<file path="src/common/bce_pkg.sv">
// Constants and types for the branch condition evaluator
package bce_pkg;
    localparam int BCE_OPC_W = 8;
    localparam int BCE_SEL_HI = 7;
    localparam int BCE_SEL_LO = 4;
    localparam int BCE_SEL_W = 4;

    typedef logic [BCE_SEL_W-1:0] bce_sel_t;

    localparam bce_sel_t BCE_NEVER = 4'h0;
    localparam bce_sel_t BCE_SIGNED_BELOW = 4'h1;
    localparam bce_sel_t BCE_SIGNED_AT_MOST = 4'h2;
    localparam bce_sel_t BCE_UNSIGNED_AT_MOST = 4'h3;
    localparam bce_sel_t BCE_ARITH_WRAP_SET = 4'h4;
    localparam bce_sel_t BCE_NEGATIVE_RESULT = 4'h5;
    localparam bce_sel_t BCE_OPERANDS_MATCH = 4'h6;
    localparam bce_sel_t BCE_UNSIGNED_BELOW = 4'h7;
    localparam bce_sel_t BCE_ALWAYS = 4'h8;
    localparam bce_sel_t BCE_SIGNED_AT_LEAST = 4'h9;
    localparam bce_sel_t BCE_SIGNED_ABOVE = 4'ha;
    localparam bce_sel_t BCE_UNSIGNED_ABOVE = 4'hb;
    localparam bce_sel_t BCE_ARITH_WRAP_CLEAR = 4'hc;
    localparam bce_sel_t BCE_NONNEGATIVE_RESULT = 4'hd;
    localparam bce_sel_t BCE_OPERANDS_DIFFER = 4'he;
    localparam bce_sel_t BCE_UNSIGNED_AT_LEAST = 4'hf;
endpackage

</file>
<file path="src/verilog/bce_branch_condition_evaluator.sv">
// Combinational take-jump decision for conditional jumps
`timescale 1ns/1ps
`default_nettype none
module bce_branch_condition_evaluator
(
    input wire logic clock,
    input wire logic resetn,
    input wire logic [bce_pkg::BCE_OPC_W-1:0] opcode,
    input wire logic is_conditional_jump,
    input wire logic flag_carry,
    input wire logic flag_zero,
    input wire logic flag_sign,
    input wire logic flag_overflow,
    output logic take_jump,
    output logic [bce_pkg::BCE_SEL_W-1:0] branch_condition_field
);
    import bce_pkg::*;

    // Pure logic; clock and reset kept only for a uniform core port list
    logic unused_ok;
    assign unused_ok = clock ^ resetn;

    // One test per selector code
    localparam int BCE_N_TESTS = 2 ** BCE_SEL_W;

    typedef logic [BCE_N_TESTS-1:0] bce_vec_t;

    // Flags travel as one bundle so no other input can reach the tests
    typedef struct packed
    {
        logic carry;
        logic zero;
        logic sign;
        logic overflow;
    } bce_flags_s;

    // Every intermediate of one evaluation, visible in one place
    typedef struct packed
    {
        bce_flags_s flags;
        bce_sel_t sel;
        bce_vec_t hot;
        bce_vec_t tests;
        logic hit;
    } bce_eval_s;

    bce_eval_s eval_now;

    // Low nibble belongs to the addressing form and is ignored here
    function automatic bce_sel_t bce_select(input logic [BCE_OPC_W-1:0] opc);
        bce_select = opc[BCE_SEL_HI:BCE_SEL_LO];
    endfunction

    // Only these four flags enter the tests
    function automatic bce_flags_s bce_bundle(input logic c, input logic z, input logic s, input logic v);
        bce_flags_s f;
        f.carry = c;
        f.zero = z;
        f.sign = s;
        f.overflow = v;
        bce_bundle = f;
    endfunction

    // Written out as a table so each selector code is visible
    function automatic bce_vec_t bce_onehot(input bce_sel_t sel);
        bce_vec_t hot;
        hot = '0;
        hot[BCE_NEVER] = (sel == BCE_NEVER);
        hot[BCE_SIGNED_BELOW] = (sel == BCE_SIGNED_BELOW);
        hot[BCE_SIGNED_AT_MOST] = (sel == BCE_SIGNED_AT_MOST);
        hot[BCE_UNSIGNED_AT_MOST] = (sel == BCE_UNSIGNED_AT_MOST);
        hot[BCE_ARITH_WRAP_SET] = (sel == BCE_ARITH_WRAP_SET);
        hot[BCE_NEGATIVE_RESULT] = (sel == BCE_NEGATIVE_RESULT);
        hot[BCE_OPERANDS_MATCH] = (sel == BCE_OPERANDS_MATCH);
        hot[BCE_UNSIGNED_BELOW] = (sel == BCE_UNSIGNED_BELOW);
        hot[BCE_ALWAYS] = (sel == BCE_ALWAYS);
        hot[BCE_SIGNED_AT_LEAST] = (sel == BCE_SIGNED_AT_LEAST);
        hot[BCE_SIGNED_ABOVE] = (sel == BCE_SIGNED_ABOVE);
        hot[BCE_UNSIGNED_ABOVE] = (sel == BCE_UNSIGNED_ABOVE);
        hot[BCE_ARITH_WRAP_CLEAR] = (sel == BCE_ARITH_WRAP_CLEAR);
        hot[BCE_NONNEGATIVE_RESULT] = (sel == BCE_NONNEGATIVE_RESULT);
        hot[BCE_OPERANDS_DIFFER] = (sel == BCE_OPERANDS_DIFFER);
        hot[BCE_UNSIGNED_AT_LEAST] = (sel == BCE_UNSIGNED_AT_LEAST);
        bce_onehot = hot;
    endfunction

    // Fixed outcomes, kept as functions so the table reads uniformly
    function automatic logic bce_never();
        bce_never = 1'b0;
    endfunction

    function automatic logic bce_always();
        bce_always = 1'b1;
    endfunction

    // True-sense tests; each also feeds its inverted selector
    function automatic logic bce_signed_below(input bce_flags_s f);
        bce_signed_below = f.sign ^ f.overflow;
    endfunction

    function automatic logic bce_signed_at_most(input bce_flags_s f);
        bce_signed_at_most = f.zero | bce_signed_below(f);
    endfunction

    function automatic logic bce_unsigned_at_most(input bce_flags_s f);
        bce_unsigned_at_most = f.carry | f.zero;
    endfunction

    function automatic logic bce_arith_wrap_set(input bce_flags_s f);
        bce_arith_wrap_set = f.overflow;
    endfunction

    function automatic logic bce_negative_result(input bce_flags_s f);
        bce_negative_result = f.sign;
    endfunction

    function automatic logic bce_operands_match(input bce_flags_s f);
        bce_operands_match = f.zero;
    endfunction

    function automatic logic bce_unsigned_below(input bce_flags_s f);
        bce_unsigned_below = f.carry;
    endfunction

    // Inverted-sense tests, selector bit 3 set
    function automatic logic bce_signed_at_least(input bce_flags_s f);
        bce_signed_at_least = ~bce_signed_below(f);
    endfunction

    function automatic logic bce_signed_above(input bce_flags_s f);
        bce_signed_above = ~bce_signed_at_most(f);
    endfunction

    function automatic logic bce_unsigned_above(input bce_flags_s f);
        bce_unsigned_above = ~bce_unsigned_at_most(f);
    endfunction

    function automatic logic bce_arith_wrap_clear(input bce_flags_s f);
        bce_arith_wrap_clear = ~bce_arith_wrap_set(f);
    endfunction

    function automatic logic bce_nonnegative_result(input bce_flags_s f);
        bce_nonnegative_result = ~bce_negative_result(f);
    endfunction

    function automatic logic bce_operands_differ(input bce_flags_s f);
        bce_operands_differ = ~bce_operands_match(f);
    endfunction

    function automatic logic bce_unsigned_at_least(input bce_flags_s f);
        bce_unsigned_at_least = ~bce_unsigned_below(f);
    endfunction

    // Each of the 16 selector codes fills its own slot, so no two tests share one
    function automatic bce_vec_t bce_all_tests(input bce_flags_s f);
        bce_vec_t t;
        t = '0;
        t[BCE_NEVER] = bce_never();
        t[BCE_SIGNED_BELOW] = bce_signed_below(f);
        t[BCE_SIGNED_AT_MOST] = bce_signed_at_most(f);
        t[BCE_UNSIGNED_AT_MOST] = bce_unsigned_at_most(f);
        t[BCE_ARITH_WRAP_SET] = bce_arith_wrap_set(f);
        t[BCE_NEGATIVE_RESULT] = bce_negative_result(f);
        t[BCE_OPERANDS_MATCH] = bce_operands_match(f);
        t[BCE_UNSIGNED_BELOW] = bce_unsigned_below(f);

        // Upper half mirrors the lower half
        t[BCE_ALWAYS] = bce_always();
        t[BCE_SIGNED_AT_LEAST] = bce_signed_at_least(f);
        t[BCE_SIGNED_ABOVE] = bce_signed_above(f);
        t[BCE_UNSIGNED_ABOVE] = bce_unsigned_above(f);
        t[BCE_ARITH_WRAP_CLEAR] = bce_arith_wrap_clear(f);
        t[BCE_NONNEGATIVE_RESULT] = bce_nonnegative_result(f);
        t[BCE_OPERANDS_DIFFER] = bce_operands_differ(f);
        t[BCE_UNSIGNED_AT_LEAST] = bce_unsigned_at_least(f);
        bce_all_tests = t;
    endfunction

    // And-or select; one hot bit lets exactly one test through
    function automatic logic bce_pick(input bce_vec_t hot, input bce_vec_t tests);
        logic hit;
        hit = 1'b0;
        for (int i = 0; i < BCE_N_TESTS; i++)
        begin
            hit = hit | (hot[i] & tests[i]);
        end
        bce_pick = hit;
    endfunction

    // Flags are only read here, so evaluation cannot disturb them
    always_comb
    begin
        eval_now = '0;
        eval_now.flags = bce_bundle(flag_carry, flag_zero, flag_sign, flag_overflow);
        eval_now.sel = bce_select(opcode);
        eval_now.hot = bce_onehot(eval_now.sel);
        eval_now.tests = bce_all_tests(eval_now.flags);
        eval_now.hit = bce_pick(eval_now.hot, eval_now.tests);
    end

    // No register: the decision follows the inputs in the same cycle
    always_comb
    begin
        branch_condition_field = eval_now.sel;
        take_jump = is_conditional_jump & eval_now.hit;
    end
endmodule
`default_nettype wire
</file>
<file path="config.mk">
export PLATFORM = sky130hd
export DESIGN_NAME = bce_branch_condition_evaluator
export DESIGN_NICKNAME = d
export VERILOG_FILES = /design/src/common/bce_pkg.sv /design/src/verilog/bce_branch_condition_evaluator.sv
export SDC_FILE = /design/constraint.sdc
export NUM_CORES = 1
export LEC_CHECK = 0
export BUFFER_PORTS_ARGS = -buffer_cell sky130_fd_sc_hd__buf_2
export CORE_AREA = 2 2 39 41
export DETAILED_ROUTE_END_ITERATION = 12
export DIE_AREA = 0 0 41 43
export PLACE_DENSITY = 0.4
export RECOVER_POWER = 25
export SLEW_MARGIN = 10
export SYNTH_ARGS = -nofsm -noshare
export SYNTH_HDL_FRONTEND = slang
export SYNTH_SLANG_ARGS = --single-unit
</file>
<file path="constraint.sdc">
create_clock -name vclk -period 2.2
set_clock_uncertainty 0.2 [all_clocks]
set_input_delay 0.44 -clock vclk [all_inputs]
set_output_delay 0.44 -clock vclk [all_outputs]
set_load 0.005 [all_outputs]
</file>
After elaboration in Yosys (flattened, before gate mapping)
Cells that the tools add are included.
Widths: inputs -> output; s select.
{"block": "classes", "n_bitwise": 39, "n_eq_ne": 15}
{"op": "$eq 4x4->1 const B", "count": 8}
{"op": "$eq 4x3->1 const B", "count": 4}
{"op": "$or 1x1->1", "count": 16}
{"op": "$and 1x1->1", "count": 15}
{"op": "$eq 4x2->1 const B", "count": 2}
{"op": "$not 1->1", "count": 7}
{"op": "$eq 4x1->1 const B", "count": 1}
{"op": "$xor 1x1->1", "count": 1}
{"block": "word_totals", "register_bits": 0, "elab_cells": 54}

Depth between registers and ports, before layout
Gate-level depths: netlist (run 1).
{"block": "logic_depth", "depth_word": 18, "depth_mapped": 5, "depth_no_buf": 4}

Worst setup path after synthesis (run 1)
Ideal clock, no wire load.
{"block": "synth_path", "path_kind": "input port to output port", "start": "in flag_sign", "end": "out take_jump", "slack_ps": 233, "arrival_time_ps": 1327, "required_time_ps": 1560, "cell_stages": 4, "n_path_buf": 0, "path_cell_list": "xnor2_1 > a2111o_1 > a31o_1 > a31oi_1"}
{"block": "synth_via", "elab_chain_len": 18, "elab_cells_between_ends": 26}
{"element": "start, declared", "line": "bce_branch_condition_evaluator.sv:12", "rtl": "input wire logic flag_sign,"}
{"element": "$xor 1x1->1", "line": "bce_branch_condition_evaluator.sv:98", "rtl": "bce_signed_below = f.sign ^ f.overflow;"}
{"element": "$or 1x1->1", "line": "bce_branch_condition_evaluator.sv:102", "rtl": "bce_signed_at_most = f.zero | bce_signed_below(f);"}
{"element": "$and 1x1->1", "line": "bce_branch_condition_evaluator.sv:185", "rtl": "hit = hit | (hot[i] & tests[i]);"}
{"element": "$or 1x1->1 (11 in a row)", "line": "bce_branch_condition_evaluator.sv:185"}
{"element": "$or 1x1->1 (*) (3 in a row)", "line": "bce_branch_condition_evaluator.sv:185"}
{"element": "$and 1x1->1 (*)", "line": "bce_branch_condition_evaluator.sv:205", "rtl": "take_jump = is_conditional_jump & eval_now.hit;"}
{"element": "end, declared", "line": "bce_branch_condition_evaluator.sv:14", "rtl": "output logic take_jump,"}
Mark *: on every way between the ends. The rest lies on a longest branch, timed or not.

Final worst setup path (run 1)
{"block": "layout_path", "start": "in flag_overflow", "end": "out take_jump"}
{"block": "layout_via", "elab_chain_len": 18, "elab_cells_between_ends": 26}
{"element": "start, declared", "line": "bce_branch_condition_evaluator.sv:13", "rtl": "input wire logic flag_overflow,"}
{"element": "$xor 1x1->1", "line": "bce_branch_condition_evaluator.sv:98"}
{"element": "$or 1x1->1", "line": "bce_branch_condition_evaluator.sv:102"}
{"element": "$and 1x1->1", "line": "bce_branch_condition_evaluator.sv:185"}
{"element": "$or 1x1->1 (10 in a row)", "line": "bce_branch_condition_evaluator.sv:185"}
{"element": "$or 1x1->1 (*) (4 in a row)", "line": "bce_branch_condition_evaluator.sv:185"}
{"element": "$and 1x1->1 (*)", "line": "bce_branch_condition_evaluator.sv:205"}
Marks and branches as above.

==> results_tabular.tex, run 1 <==
\begin{tabular}{lr}
\hline
Metric & Value \\
\hline
\multicolumn{2}{l}{\textbf{Synth}} \\
\quad Mean instance size in the synthesized netlist & 6.51 um\^{}2 \\
\quad Part of the Yosys area used for sequential elements & 0 \\
\quad Number of unique standard cell types used by synthesis & 16 \\
\quad Cell area after synthesis & approximately 190 um\^{}2 \\
\quad Warnings, synthesis & 0 \\
\quad Mapped Cells & 29 \\
\quad Post-Synthesis Net Count & 44 \\
\multicolumn{2}{l}{\textbf{Power and ir drop}} \\
\quad IR Drop Worst-Case VDD & 0.0619 mV \\
\quad Power per Cell Area & between 150 and 200 mW/mm\^{}2 \\
\quad Total Power Consumption & 52.7 uW \\
\quad Leakage power total & 0.131 nW \\
\multicolumn{2}{l}{\textbf{Global route}} \\
\quad GRT Overall Usage & 0.0579 \\
\quad Number of antenna violations at the first check in global routing & 0 \\
\quad Vias in the first global route & 200 \\
\quad Wire length of the first global-routing pass & 772 um \\
\quad Residual overflow from global routing & 0 \\
\quad Largest net degree at the start of global routing & 8 \\
\multicolumn{2}{l}{\textbf{Die}} \\
\quad Number of top-level pins & 20 \\
\quad Site Rows & 14 \\
\quad Total Die Area & $\sim$0.0018 mm\^{}2 \\
\quad Vert. Die Dim & 43 um \\
\quad Core area & around 0.0014 mm\^{}2 \\
\quad Starting Density & 0.137 \\
\quad Floorplan die width & 41 um \\
\multicolumn{2}{l}{\textbf{Route}} \\
\quad Via-to-Cell Ratio & 4.11 \\
\quad Antenna viol nets, final & 0 \\
\quad Wire length reported by the detailed router & between 400 and 500 um \\
\quad Post-DR wirelength/cell & 8.13 um \\
\quad Overall via count from detail\_route & 230 \\
\quad Number of DRC markers after the initial detailed-route iteration & 1 \\
\quad Number of design rule violations left after detail routing & 0 \\
\quad First drt pass iteration count & 2 \\
\multicolumn{2}{l}{\textbf{Timing}} \\
\quad RSZ-0062 raised after global routing & true \\
\quad Crit path time final & around 2.1 ns \\
\quad Final number of max-transition violations & 0 \\
\quad Final hold violation count & 0 \\
\quad Slew at the pin closest to its max-slew limit & between 0.15 and 0.2 ns \\
\quad Part of the cycle the worst path needs & 0.976 \\
\quad Setup violators final & 0 \\
\quad Achievable clock frequency & between 400 and 500 MHz \\
\quad Hold Slack & between 0.8 and 0.9 ns \\
\quad Relative slew slack & 0.889 \\
\multicolumn{2}{l}{\textbf{Layout}} \\
\quad Share of cells above drive strength 1 & 0.425 \\
\quad Area growth syn-to-layout & 47.7\% \\
\quad Highest-count cells in the layout ignoring fill and taps & buf\_2 (12), inv\_1 (4), xnor2\_1 (3), o21ai\_0 (3) \\
\quad Flip-flop and latch count & 0 \\
\quad Most frequent standard cell in the layout excluding fill and tap cells & buf\_2 \\
\quad Clock Buffer Count & 0 \\
\quad Count of inserted antenna diode cells & 0 \\
\quad Fin nets & 57 \\
\quad Post-layout util & 0.202 \\
\quad Reg area & 0 um\^{}2 \\
\multicolumn{2}{l}{\textbf{Critical path}} \\
\quad Class of the most critical setup path & input port to primary output \\
\quad Kind of end point of the critical path & primary output \\
\quad CP Data Required Time & between 1.5 and 2 ns \\
\quad Top fanout value on the critical path & 2 \\
\quad Data arrival time of the critical path & roughly 1.5 ns \\
\quad Kind of start point of the critical path & input port \\
\multicolumn{2}{l}{\textbf{Run status}} \\
\quad Outcome & completed \\
\multicolumn{2}{l}{\textbf{Run}} \\
\quad Number of max-cap violations & 0 \\
\multicolumn{2}{l}{\textbf{Worst hold path}} \\
\quad HP Class & input port to primary output \\
\multicolumn{2}{l}{\textbf{Placed design}} \\
\quad Gp weighted congestion & 0.660 \\
\quad \# port buffers & 14 \\
\multicolumn{2}{l}{\textbf{CTS}} \\
\quad CTS Hold Bufs & 0 \\
\hline
\end{tabular}
[cell usage after synthesis]
| library cell | count | area (um^2) |
|---|---|---|
| nor3_1 | 2 | 10.0 |
| nand4_1 | 1 | 6.26 |
| a32oi_1 | 1 | 8.76 |
| o21ai_0 | 3 | 15.0 |
| buf_2 | 1 | 5.00 |
| xnor2_1 | 4 | 35.0 |
| inv_1 | 4 | 15.0 |
| nand2_1 | 2 | 7.51 |
| buf_4 | 4 | 30.0 |
| o211ai_1 | 1 | 7.51 |
| mux2i_1 | 1 | 10.0 |
| nand2b_1 | 1 | 6.26 |
| a31o_1 | 1 | 8.76 |
| o22ai_1 | 1 | 6.26 |
| a2111o_1 | 1 | 11.3 |
| a31oi_1 | 1 | 6.26 |
[cells by family (layout without fill, tap and decap cells)]
logic type / Yosys count / after routing / share of synthesized area
mux: 1 / 1 / 0.0530
xor+xnor: 4 / 4 / 0.185
compound gates: 9 / 9 / 0.338
buf+inv: 9 / 20 / 0.265
simple gates: 6 / 6 / 0.159
[per-stage QoR]
step                      TNS [ns]  cell area (um^2)  std cells  setup slack [ns]
after floorplan                  0               189         29             0.233
after global placement           0               259         56          0.000358
after detailed placement   -0.0121               259         56           -0.0121
after CTS                        0               259         56            0.0189
after global routing       -0.0160               279         56           -0.0160
final                            0               279         56            0.0532
[worst max-delay path: stages]
cell and delay, ns:
buf_6 0.10, xnor2_2 0.13, a2111o_1 0.38, a31o_1 0.21, a31oi_1 0.12, buf_2 0.13
[routing by layer]
layer  vias to the layer above  GRT usage  wire, um
met5                         -          0         0
met4                         0          0         0
met3                         0          0        43
met2                        10      0.100       196
met1                        98     0.0823       216
li1                        122          -         -
[power breakdown]
group          leakage [nW]  switching (mW)  internal (mW)
registers                 0               0              0
clock network             0               0              0
logic                 0.131          0.0239         0.0288
total                 0.131          0.0239         0.0288
[final cells by class]
class / instances / area [um^2]
fill: 168 / 1100
multi-input combinational: 20 / 146
inverter: 4 / 15.0
tap: 16 / 20.0
timing repair buffer: 16 / 97.6
[timing repair]
action	4_1_cts	5_1_grt
pin swaps	1	0
resized for setup	0	5
endpoints found under the hold margin	0	0
endpoints found under the setup margin	1	1
buffers inserted	0	0
[final timing paths]
| kind | startpoint | end | slack, ns | cells past startpoint |
|---|---|---|---|---|
| worst max-delay path | flag_overflow | take_jump | 0.05 | 6 |
| worst min-delay path | opcode[7] | branch_condition_field[3] | 0.89 | 2 |
Power figures use the tool's default switching activity.
==> run 2, diff against run 1 <==
--- a/config.mk
+++ b/config.mk
@@ -6,10 +6,12 @@
 export NUM_CORES = 1
 export LEC_CHECK = 0
 export BUFFER_PORTS_ARGS = -buffer_cell sky130_fd_sc_hd__buf_2
+export CELL_PAD_IN_SITES_DETAIL_PLACEMENT = 2
+export CELL_PAD_IN_SITES_GLOBAL_PLACEMENT = 2
 export CORE_AREA = 2 2 39 41
 export DETAILED_ROUTE_END_ITERATION = 12
 export DIE_AREA = 0 0 41 43
-export PLACE_DENSITY = 0.4
+export PLACE_DENSITY = 0.76
 export RECOVER_POWER = 25
 export SLEW_MARGIN = 10
 export SYNTH_ARGS = -nofsm -noshare
==> run 2 against run 1 <==
Sequential cell count is the same. Via count grew 6.5%. Total power grew 0.76%. Core utilization shrank 0.54 points. Highest routed layer unchanged. First-iteration DRC count shrank 100%. Worst hold slack gained 0.018 ns.
==> results_tabular.tex, run 2 (synthesis gave the netlist of run 1 again) <==
\begin{tabular}{lr}
\hline
Metric & Value \\
\hline
\multicolumn{2}{l}{\textbf{Route}} \\
\quad Antenna viol nets, final & 0 \\
\quad Via-to-Cell Ratio & roughly 4.4 \\
\quad Overall via count from detail\_route & 245 \\
\quad Number of design rule violations left after detail routing & 0 \\
\quad Post-DR wirelength/cell & between 10 and 15 um \\
\quad Number of DRC markers after the initial detailed-route iteration & 0 \\
\quad First drt pass iteration count & 1 \\
\quad Wire length reported by the detailed router & 611 um \\
\multicolumn{2}{l}{\textbf{Global route}} \\
\quad GRT Overall Usage & 0.0749 \\
\quad Vias in the first global route & roughly 240 \\
\quad Residual overflow from global routing & 0 \\
\quad Number of antenna violations at the first check in global routing & 0 \\
\quad Wire length of the first global-routing pass & just under 1000 um \\
\quad Largest net degree at the start of global routing & 8 \\
\multicolumn{2}{l}{\textbf{Critical path}} \\
\quad Cell breakdown of the critical path & buf\_2 > xnor2\_2 > a2111o\_1 > a31o\_1 > a31oi\_1 > buf\_2 \\
\quad Kind of end point of the critical path & primary output \\
\quad Kind of start point of the critical path & input port \\
\quad Class of the most critical setup path & input port to primary output \\
\quad Highest cell delay on the worst timing path & around 0.37 ns \\
\quad Cell repeated most along the worst path & buf\_2 \\
\quad WP buf/inv & 2 \\
\quad CP Data Required Time & $\sim$1.6 ns \\
\quad Top fanout value on the critical path & 2 \\
\quad Crit path max-delay family & compound AO/OA/AOI/OAI gates \\
\quad Crit path max-delay cell type & a2111o\_1 \\
\quad Data arrival time of the critical path & about 1.5 ns \\
\multicolumn{2}{l}{\textbf{Timing}} \\
\quad Final number of max-transition violations & 0 \\
\quad Part of the cycle the worst path needs & 0.979 \\
\quad Achievable clock frequency & 464 MHz \\
\quad PnR worst setup slack & $\sim$0.047 ns \\
\quad Slew at the pin closest to its max-slew limit & $\sim$0.18 ns \\
\quad Relative slew slack & 0.876 \\
\quad Setup violators final & 0 \\
\quad RSZ-0062 raised after global routing & false \\
\quad Crit path time final & $\sim$2.2 ns \\
\quad Final hold violation count & 0 \\
\multicolumn{2}{l}{\textbf{Run}} \\
\quad Number of max-cap violations & 0 \\
\multicolumn{2}{l}{\textbf{Power and ir drop}} \\
\quad Leakage power total & 0.126 nW \\
\quad Power per Cell Area & between 150 and 200 mW/mm\^{}2 \\
\quad IR Drop Worst-Case VDD & between 0.05 and 0.06 mV \\
\multicolumn{2}{l}{\textbf{Layout}} \\
\quad Flip-flop and latch count & 0 \\
\quad Most frequent standard cell in the layout excluding fill and tap cells & buf\_2 \\
\quad Count of non-filler cells in the finished layout & between 50 and 60 \\
\quad Highest-count cells in the layout ignoring fill and taps & buf\_2 (12), inv\_1 (4), xnor2\_1 (3), o21ai\_0 (3) \\
\quad Count of inserted antenna diode cells & 0 \\
\quad Reg area & 0 um\^{}2 \\
\quad Fin nets & 57 \\
\quad Area growth syn-to-layout & 43.7\% \\
\quad Share of cells above drive strength 1 & 0.400 \\
\quad Clock Buffer Count & 0 \\
\quad Fill cell instance count of the final layout & between 150 and 200 \\
\multicolumn{2}{l}{\textbf{Die}} \\
\quad Number of top-level pins & 20 \\
\quad Vert. Die Dim & $\sim$43 um \\
\quad Core area & $\sim$0.0014 mm\^{}2 \\
\quad Site Rows & 14 \\
\quad Total Die Area & $\sim$0.0018 mm\^{}2 \\
\quad Floorplan die width & 41 um \\
\quad Starting Density & 0.137 \\
\multicolumn{2}{l}{\textbf{Placed design}} \\
\quad Cell Count Post-Placement & 56 \\
\quad Post-Place Setup Slack & -0.00239 ns \\
\quad Gp weighted congestion & about 0.67 \\
\quad DP HPWL & roughly 490 um \\
\quad \# port buffers & 14 \\
\multicolumn{2}{l}{\textbf{Worst hold path}} \\
\quad Hold Crit Start & opcode[5] \\
\quad HP Class & input port to primary output \\
\quad Terminating pin of the worst hold path & branch\_condition\_field[1] \\
\quad Worst hold path depth & 2 \\
\multicolumn{2}{l}{\textbf{Run status}} \\
\quad Outcome & completed \\
\hline
\end{tabular}
==> run 2: cell count changes in the layout (fill, tap and decap cells not counted) <==
cell	delta
clkbuf_1	+1
buf_6	-1
==> run 2: how the worst max path moves through the flow <==
stage	from	end	slack, ns	cells after the start
3_5_place_dp	flag_overflow	take_jump	-0.002	6
3_3_place_gp	flag_overflow	take_jump	-0.007	6
6_report	flag_sign	take_jump	0.05	6
5_1_grt	flag_sign	take_jump	0.01	6
2_1_floorplan	flag_sign	take_jump	0.23	4
4_1_cts	flag_overflow	take_jump	0.03	6
==> run 2: routing by layer <==
layer / global-route usage / vias to the layer above / wire length (um)
li1: - / 122 / -
met1: 0.101 / 113 / 246
met3: 0 / 0 / 51
met5: 0 / - / 0
met2: 0.134 / 10 / 312
met4: 0 / 0 / 0
==> run 2: per-stage QoR <==
step	power, mW	instance area, um^2	hold WS, ns	utilization	TNS, ns
finish	0.0531	272	0.904	0.196	0
global route	0.0602	272	0.930	0.196	0
CTS	0.0511	259	0.910	0.187	0
detailed placement	0.0509	259	0.908	0.187	-0.00239
global placement	0.0496	259	0.907	0.187	-0.00676
floorplan	0.0296	189	0.747	-	0
==> run 2: power by group <==
group	total, mW	switching, mW	internal [mW]
Sequential	0	0	0
Combinational	0.0531	0.0257	0.0274
Clock	0	0	0
Total	0.0531	0.0257	0.0274
==> run 2: final cells by class <==
| type | instances | area [um^2] | share of cell area |
|---|---|---|---|
| Timing Repair Buffer | 16 | 90.1 | 0.332 |
| Tap cell | 16 | 20.0 | 0.0737 |
| Inverter | 4 | 15.0 | 0.0553 |
| Multi-Input combinational cell | 20 | 146 | 0.539 |
==> run 2: what timing repair did <==
action,4_1_cts,5_1_grt
gates resized for setup,0,3
setup endpoints to repair,1,1
buffers inserted,0,0
pin swaps,1,0
hold buffers,0,0
==> run 3, diff against run 2 <==
--- a/config.mk
+++ b/config.mk
@@ -5,14 +5,14 @@
 export SDC_FILE = /design/constraint.sdc
 export NUM_CORES = 1
 export LEC_CHECK = 0
+export ABC_AREA = 1
 export BUFFER_PORTS_ARGS = -buffer_cell sky130_fd_sc_hd__buf_2
 export CELL_PAD_IN_SITES_DETAIL_PLACEMENT = 2
 export CELL_PAD_IN_SITES_GLOBAL_PLACEMENT = 2
-export CORE_AREA = 2 2 39 41
+export CORE_MARGIN = 1
+export CORE_UTILIZATION = 16
 export DETAILED_ROUTE_END_ITERATION = 12
-export DIE_AREA = 0 0 41 43
-export PLACE_DENSITY = 0.76
-export RECOVER_POWER = 25
+export PLACE_DENSITY = 0.82
 export SLEW_MARGIN = 10
 export SYNTH_ARGS = -nofsm -noshare
 export SYNTH_HDL_FRONTEND = slang
==> run 3 against run 2 <==
Non-clock buffer count is 2 lower. Core utilization is 2.7 points higher. Highest routed layer unchanged. Die area is 2.1% lower. Combinational power increased by 2%. Area after synthesis grew 32%. Global-route usage grew 2.6 points. Worst setup slack better by 0.22 ns. Largest cell class unchanged. Final cell count is 43% higher. Critical path depth increased by 5.
==> results_tabular.tex, run 3 <==
\begin{tabular}{lr}
\hline
Metric & Value \\
\hline
\multicolumn{2}{l}{\textbf{Timing}} \\
\quad Achievable clock frequency & about 520 MHz \\
\quad RSZ-0062 raised after global routing & false \\
\quad Crit path time final & about 1.9 ns \\
\quad Final hold violation count & 0 \\
\quad Relative slew slack & 0.864 \\
\quad Slew at the pin closest to its max-slew limit & around 0.2 ns \\
\quad Hold Slack & roughly 0.9 ns \\
\quad Setup violators final & 0 \\
\quad Setup total negative slack & 0 ns \\
\quad Final number of max-transition violations & 0 \\
\quad Part of the cycle the worst path needs & 0.878 \\
\multicolumn{2}{l}{\textbf{Route}} \\
\quad Wire length reported by the detailed router & $\sim$830 um \\
\quad First drt pass iteration count & 4 \\
\quad Post-DR wirelength/cell & $\sim$10 um \\
\quad Antenna viol nets, final & 0 \\
\quad Number of design rule violations left after detail routing & 0 \\
\quad Via-to-Cell Ratio & approximately 4.4 \\
\quad Overall via count from detail\_route & between 300 and 400 \\
\quad Number of DRC markers after the initial detailed-route iteration & 2 \\
\multicolumn{2}{l}{\textbf{Critical path}} \\
\quad Cell breakdown of the critical path & buf\_2 > inv\_1 > nand2\_1 > nand2\_1 > nand2\_1 > nand2\_1 > nand2\_1 > nand3\_1 > nor2\_1 > nor2\_1 > buf\_2 \\
\quad Kind of end point of the critical path & primary output \\
\quad Instance count on the critical path & 11 \\
\quad Class of the most critical setup path & input port to primary output \\
\quad Highest cell delay on the worst timing path & roughly 0.15 ns \\
\quad Crit path max-delay family & simple AND/OR/NAND/NOR gates \\
\quad Cell repeated most along the worst path & nand2\_1 \\
\quad CP Data Required Time & between 1.5 and 2 ns \\
\quad Crit path max-delay cell type & buf\_2 \\
\quad WP buf/inv & 3 \\
\quad Launch point of the worst path & opcode[5] \\
\quad Kind of start point of the critical path & input port \\
\quad Worst setup path endpoint & take\_jump \\
\quad Data arrival time of the critical path & between 1 and 1.5 ns \\
\quad Top fanout value on the critical path & 8 \\
\multicolumn{2}{l}{\textbf{Placed design}} \\
\quad Cell Count Post-Placement & 80 \\
\quad \# port buffers & 14 \\
\quad Gp weighted congestion & between 0.7 and 0.8 \\
\quad DP HPWL & around 730 um \\
\multicolumn{2}{l}{\textbf{Synth}} \\
\quad Parity-gate share of the synthesized area counting xor and xnor cells & 0 \\
\quad Synth Area in Simple Gates & 0.595 \\
\quad Cell with the most instances after synthesis & nand2\_1 \\
\quad Mean instance size in the synthesized netlist & 4.55 um\^{}2 \\
\quad Cell area after synthesis & around 250 um\^{}2 \\
\quad Post-synthesis adder-cell area fraction & 0 \\
\quad Most common library cells after synthesis & nand2\_1 (22), inv\_1 (12), nor2\_1 (5) \\
\quad Share of the synthesized area in the top cell type & 0.330 \\
\quad Mapped Cells & 55 \\
\quad Number of unique standard cell types used by synthesis & 10 \\
\quad Post-Synthesis Net Count & 70 \\
\quad Main combinational cell family by area after synthesis & simple AND/OR/NAND/NOR gates \\
\quad Part of the Yosys area used for sequential elements & 0 \\
\quad Proportion of synthesized area in mux cells & 0 \\
\quad Warnings, synthesis & 0 \\
\quad Complex-gate fraction of the synthesized area & 0.105 \\
\quad Leading cell types by total area after synthesis & nand2\_1 (33\%), inv\_1 (18\%), buf\_4 (12\%), nand3\_1 (8.0\%), nand3\_2 (8.0\%) \\
\quad Dominant cell type by area after synthesis & nand2\_1 \\
\multicolumn{2}{l}{\textbf{Layout}} \\
\quad Count of non-filler cells in the finished layout & 80 \\
\quad Clock Buffer Count & 0 \\
\quad Fin nets & between 80 and 90 \\
\quad Flip-flop and latch count & 0 \\
\quad Count of inserted antenna diode cells & 0 \\
\quad Fill cell instance count of the final layout & about 190 \\
\quad Highest-count cells in the layout ignoring fill and taps & nand2\_1 (22), buf\_2 (14), inv\_1 (12), nor2\_1 (5), nand3\_1 (4) \\
\quad Most frequent standard cell in the layout excluding fill and tap cells & nand2\_1 \\
\quad Share of cells above drive strength 1 & 0.246 \\
\quad Area growth syn-to-layout & 23.5\% \\
\quad Reg area & 0 um\^{}2 \\
\multicolumn{2}{l}{\textbf{Global route}} \\
\quad Global route hottest layer & met2 \\
\quad Global-route track usage on met2 & 0.209 \\
\quad GR met3 Demand/Resource & 0.00435 \\
\quad Residual overflow from global routing & 0 \\
\quad Met1 Use GR & 0.117 \\
\quad GRT Overall Usage & 0.101 \\
\quad Wire length of the first global-routing pass & 1440 um \\
\quad Vias in the first global route & roughly 360 \\
\quad Number of antenna violations at the first check in global routing & 0 \\
\quad Largest net degree at the start of global routing & 9 \\
\multicolumn{2}{l}{\textbf{Run}} \\
\quad Number of max-cap violations & 0 \\
\multicolumn{2}{l}{\textbf{CTS}} \\
\quad CTS Hold Bufs & 0 \\
\quad Post-CTS Setup Inserts & 0 \\
\quad Resized cells post-CTS & 0 \\
\multicolumn{2}{l}{\textbf{Power and ir drop}} \\
\quad IR Drop Worst-Case VDD & roughly 0.04 mV \\
\quad Power per Cell Area & 176 mW/mm\^{}2 \\
\quad Leakage power total & around 0.22 nW \\
\multicolumn{2}{l}{\textbf{Die}} \\
\quad Site Rows & 13 \\
\quad Vert. Die Dim & slightly above 40 um \\
\quad Number of top-level pins & 20 \\
\quad Core area & 0.00138 mm\^{}2 \\
\quad Total Die Area & about 0.0017 mm\^{}2 \\
\quad Floorplan die width & approximately 42 um \\
\quad Starting Density & 0.181 \\
\multicolumn{2}{l}{\textbf{Run status}} \\
\quad Outcome & completed \\
\multicolumn{2}{l}{\textbf{Worst hold path}} \\
\quad HP Class & input port to primary output \\
\hline
\end{tabular}
run 3: per-stage QoR:
stage / power [mW] / setup slack, ns / utilization / instance area [um^2]
detailed placement: 0.0553 / 0.245 / 0.224 / 309
finish: 0.0544 / 0.269 / 0.224 / 309
floorplan: 0.0333 / 0.586 / - / 250
global placement: 0.0517 / 0.303 / 0.224 / 309
global route: 0.0632 / 0.0874 / 0.224 / 309
CTS: 0.0555 / 0.243 / 0.224 / 309
run 3: cell families after synthesis:
group,count (synthesis)
buffers and inverters,16
AND/OR/NAND/NOR,34
AO/OA/AOI/OAI,5
run 3: routing by layer:
metal,routed length (um),part of all wire
met5,0,0
met4,0,0
met3,38,0.046
met2,408,0.49
met1,378,0.46
run 3: worst min path at each step:
| stage | start | cells after the start | endpoint |
|---|---|---|---|
| after detailed placement | opcode[7] | 2 | branch_condition_field[3] |
| after global placement | opcode[7] | 2 | branch_condition_field[3] |
| final | opcode[7] | 2 | branch_condition_field[3] |
| after global routing | opcode[7] | 2 | branch_condition_field[3] |
| after CTS | opcode[7] | 2 | branch_condition_field[3] |
| after floorplan | is_conditional_jump | 2 | take_jump |
run 3: final cells by class:
type	count	area, um^2	area share
well taps	15	18.8	0.0607
inverters	12	45.0	0.146
repair buffers	14	70.1	0.227
multi-input cells	39	175	0.567
run 3: report_power, final:
part           internal (mW)  switching [mW]  total [mW]
clock                      0               0           0
combinational         0.0217          0.0326      0.0544
sequential                 0               0           0
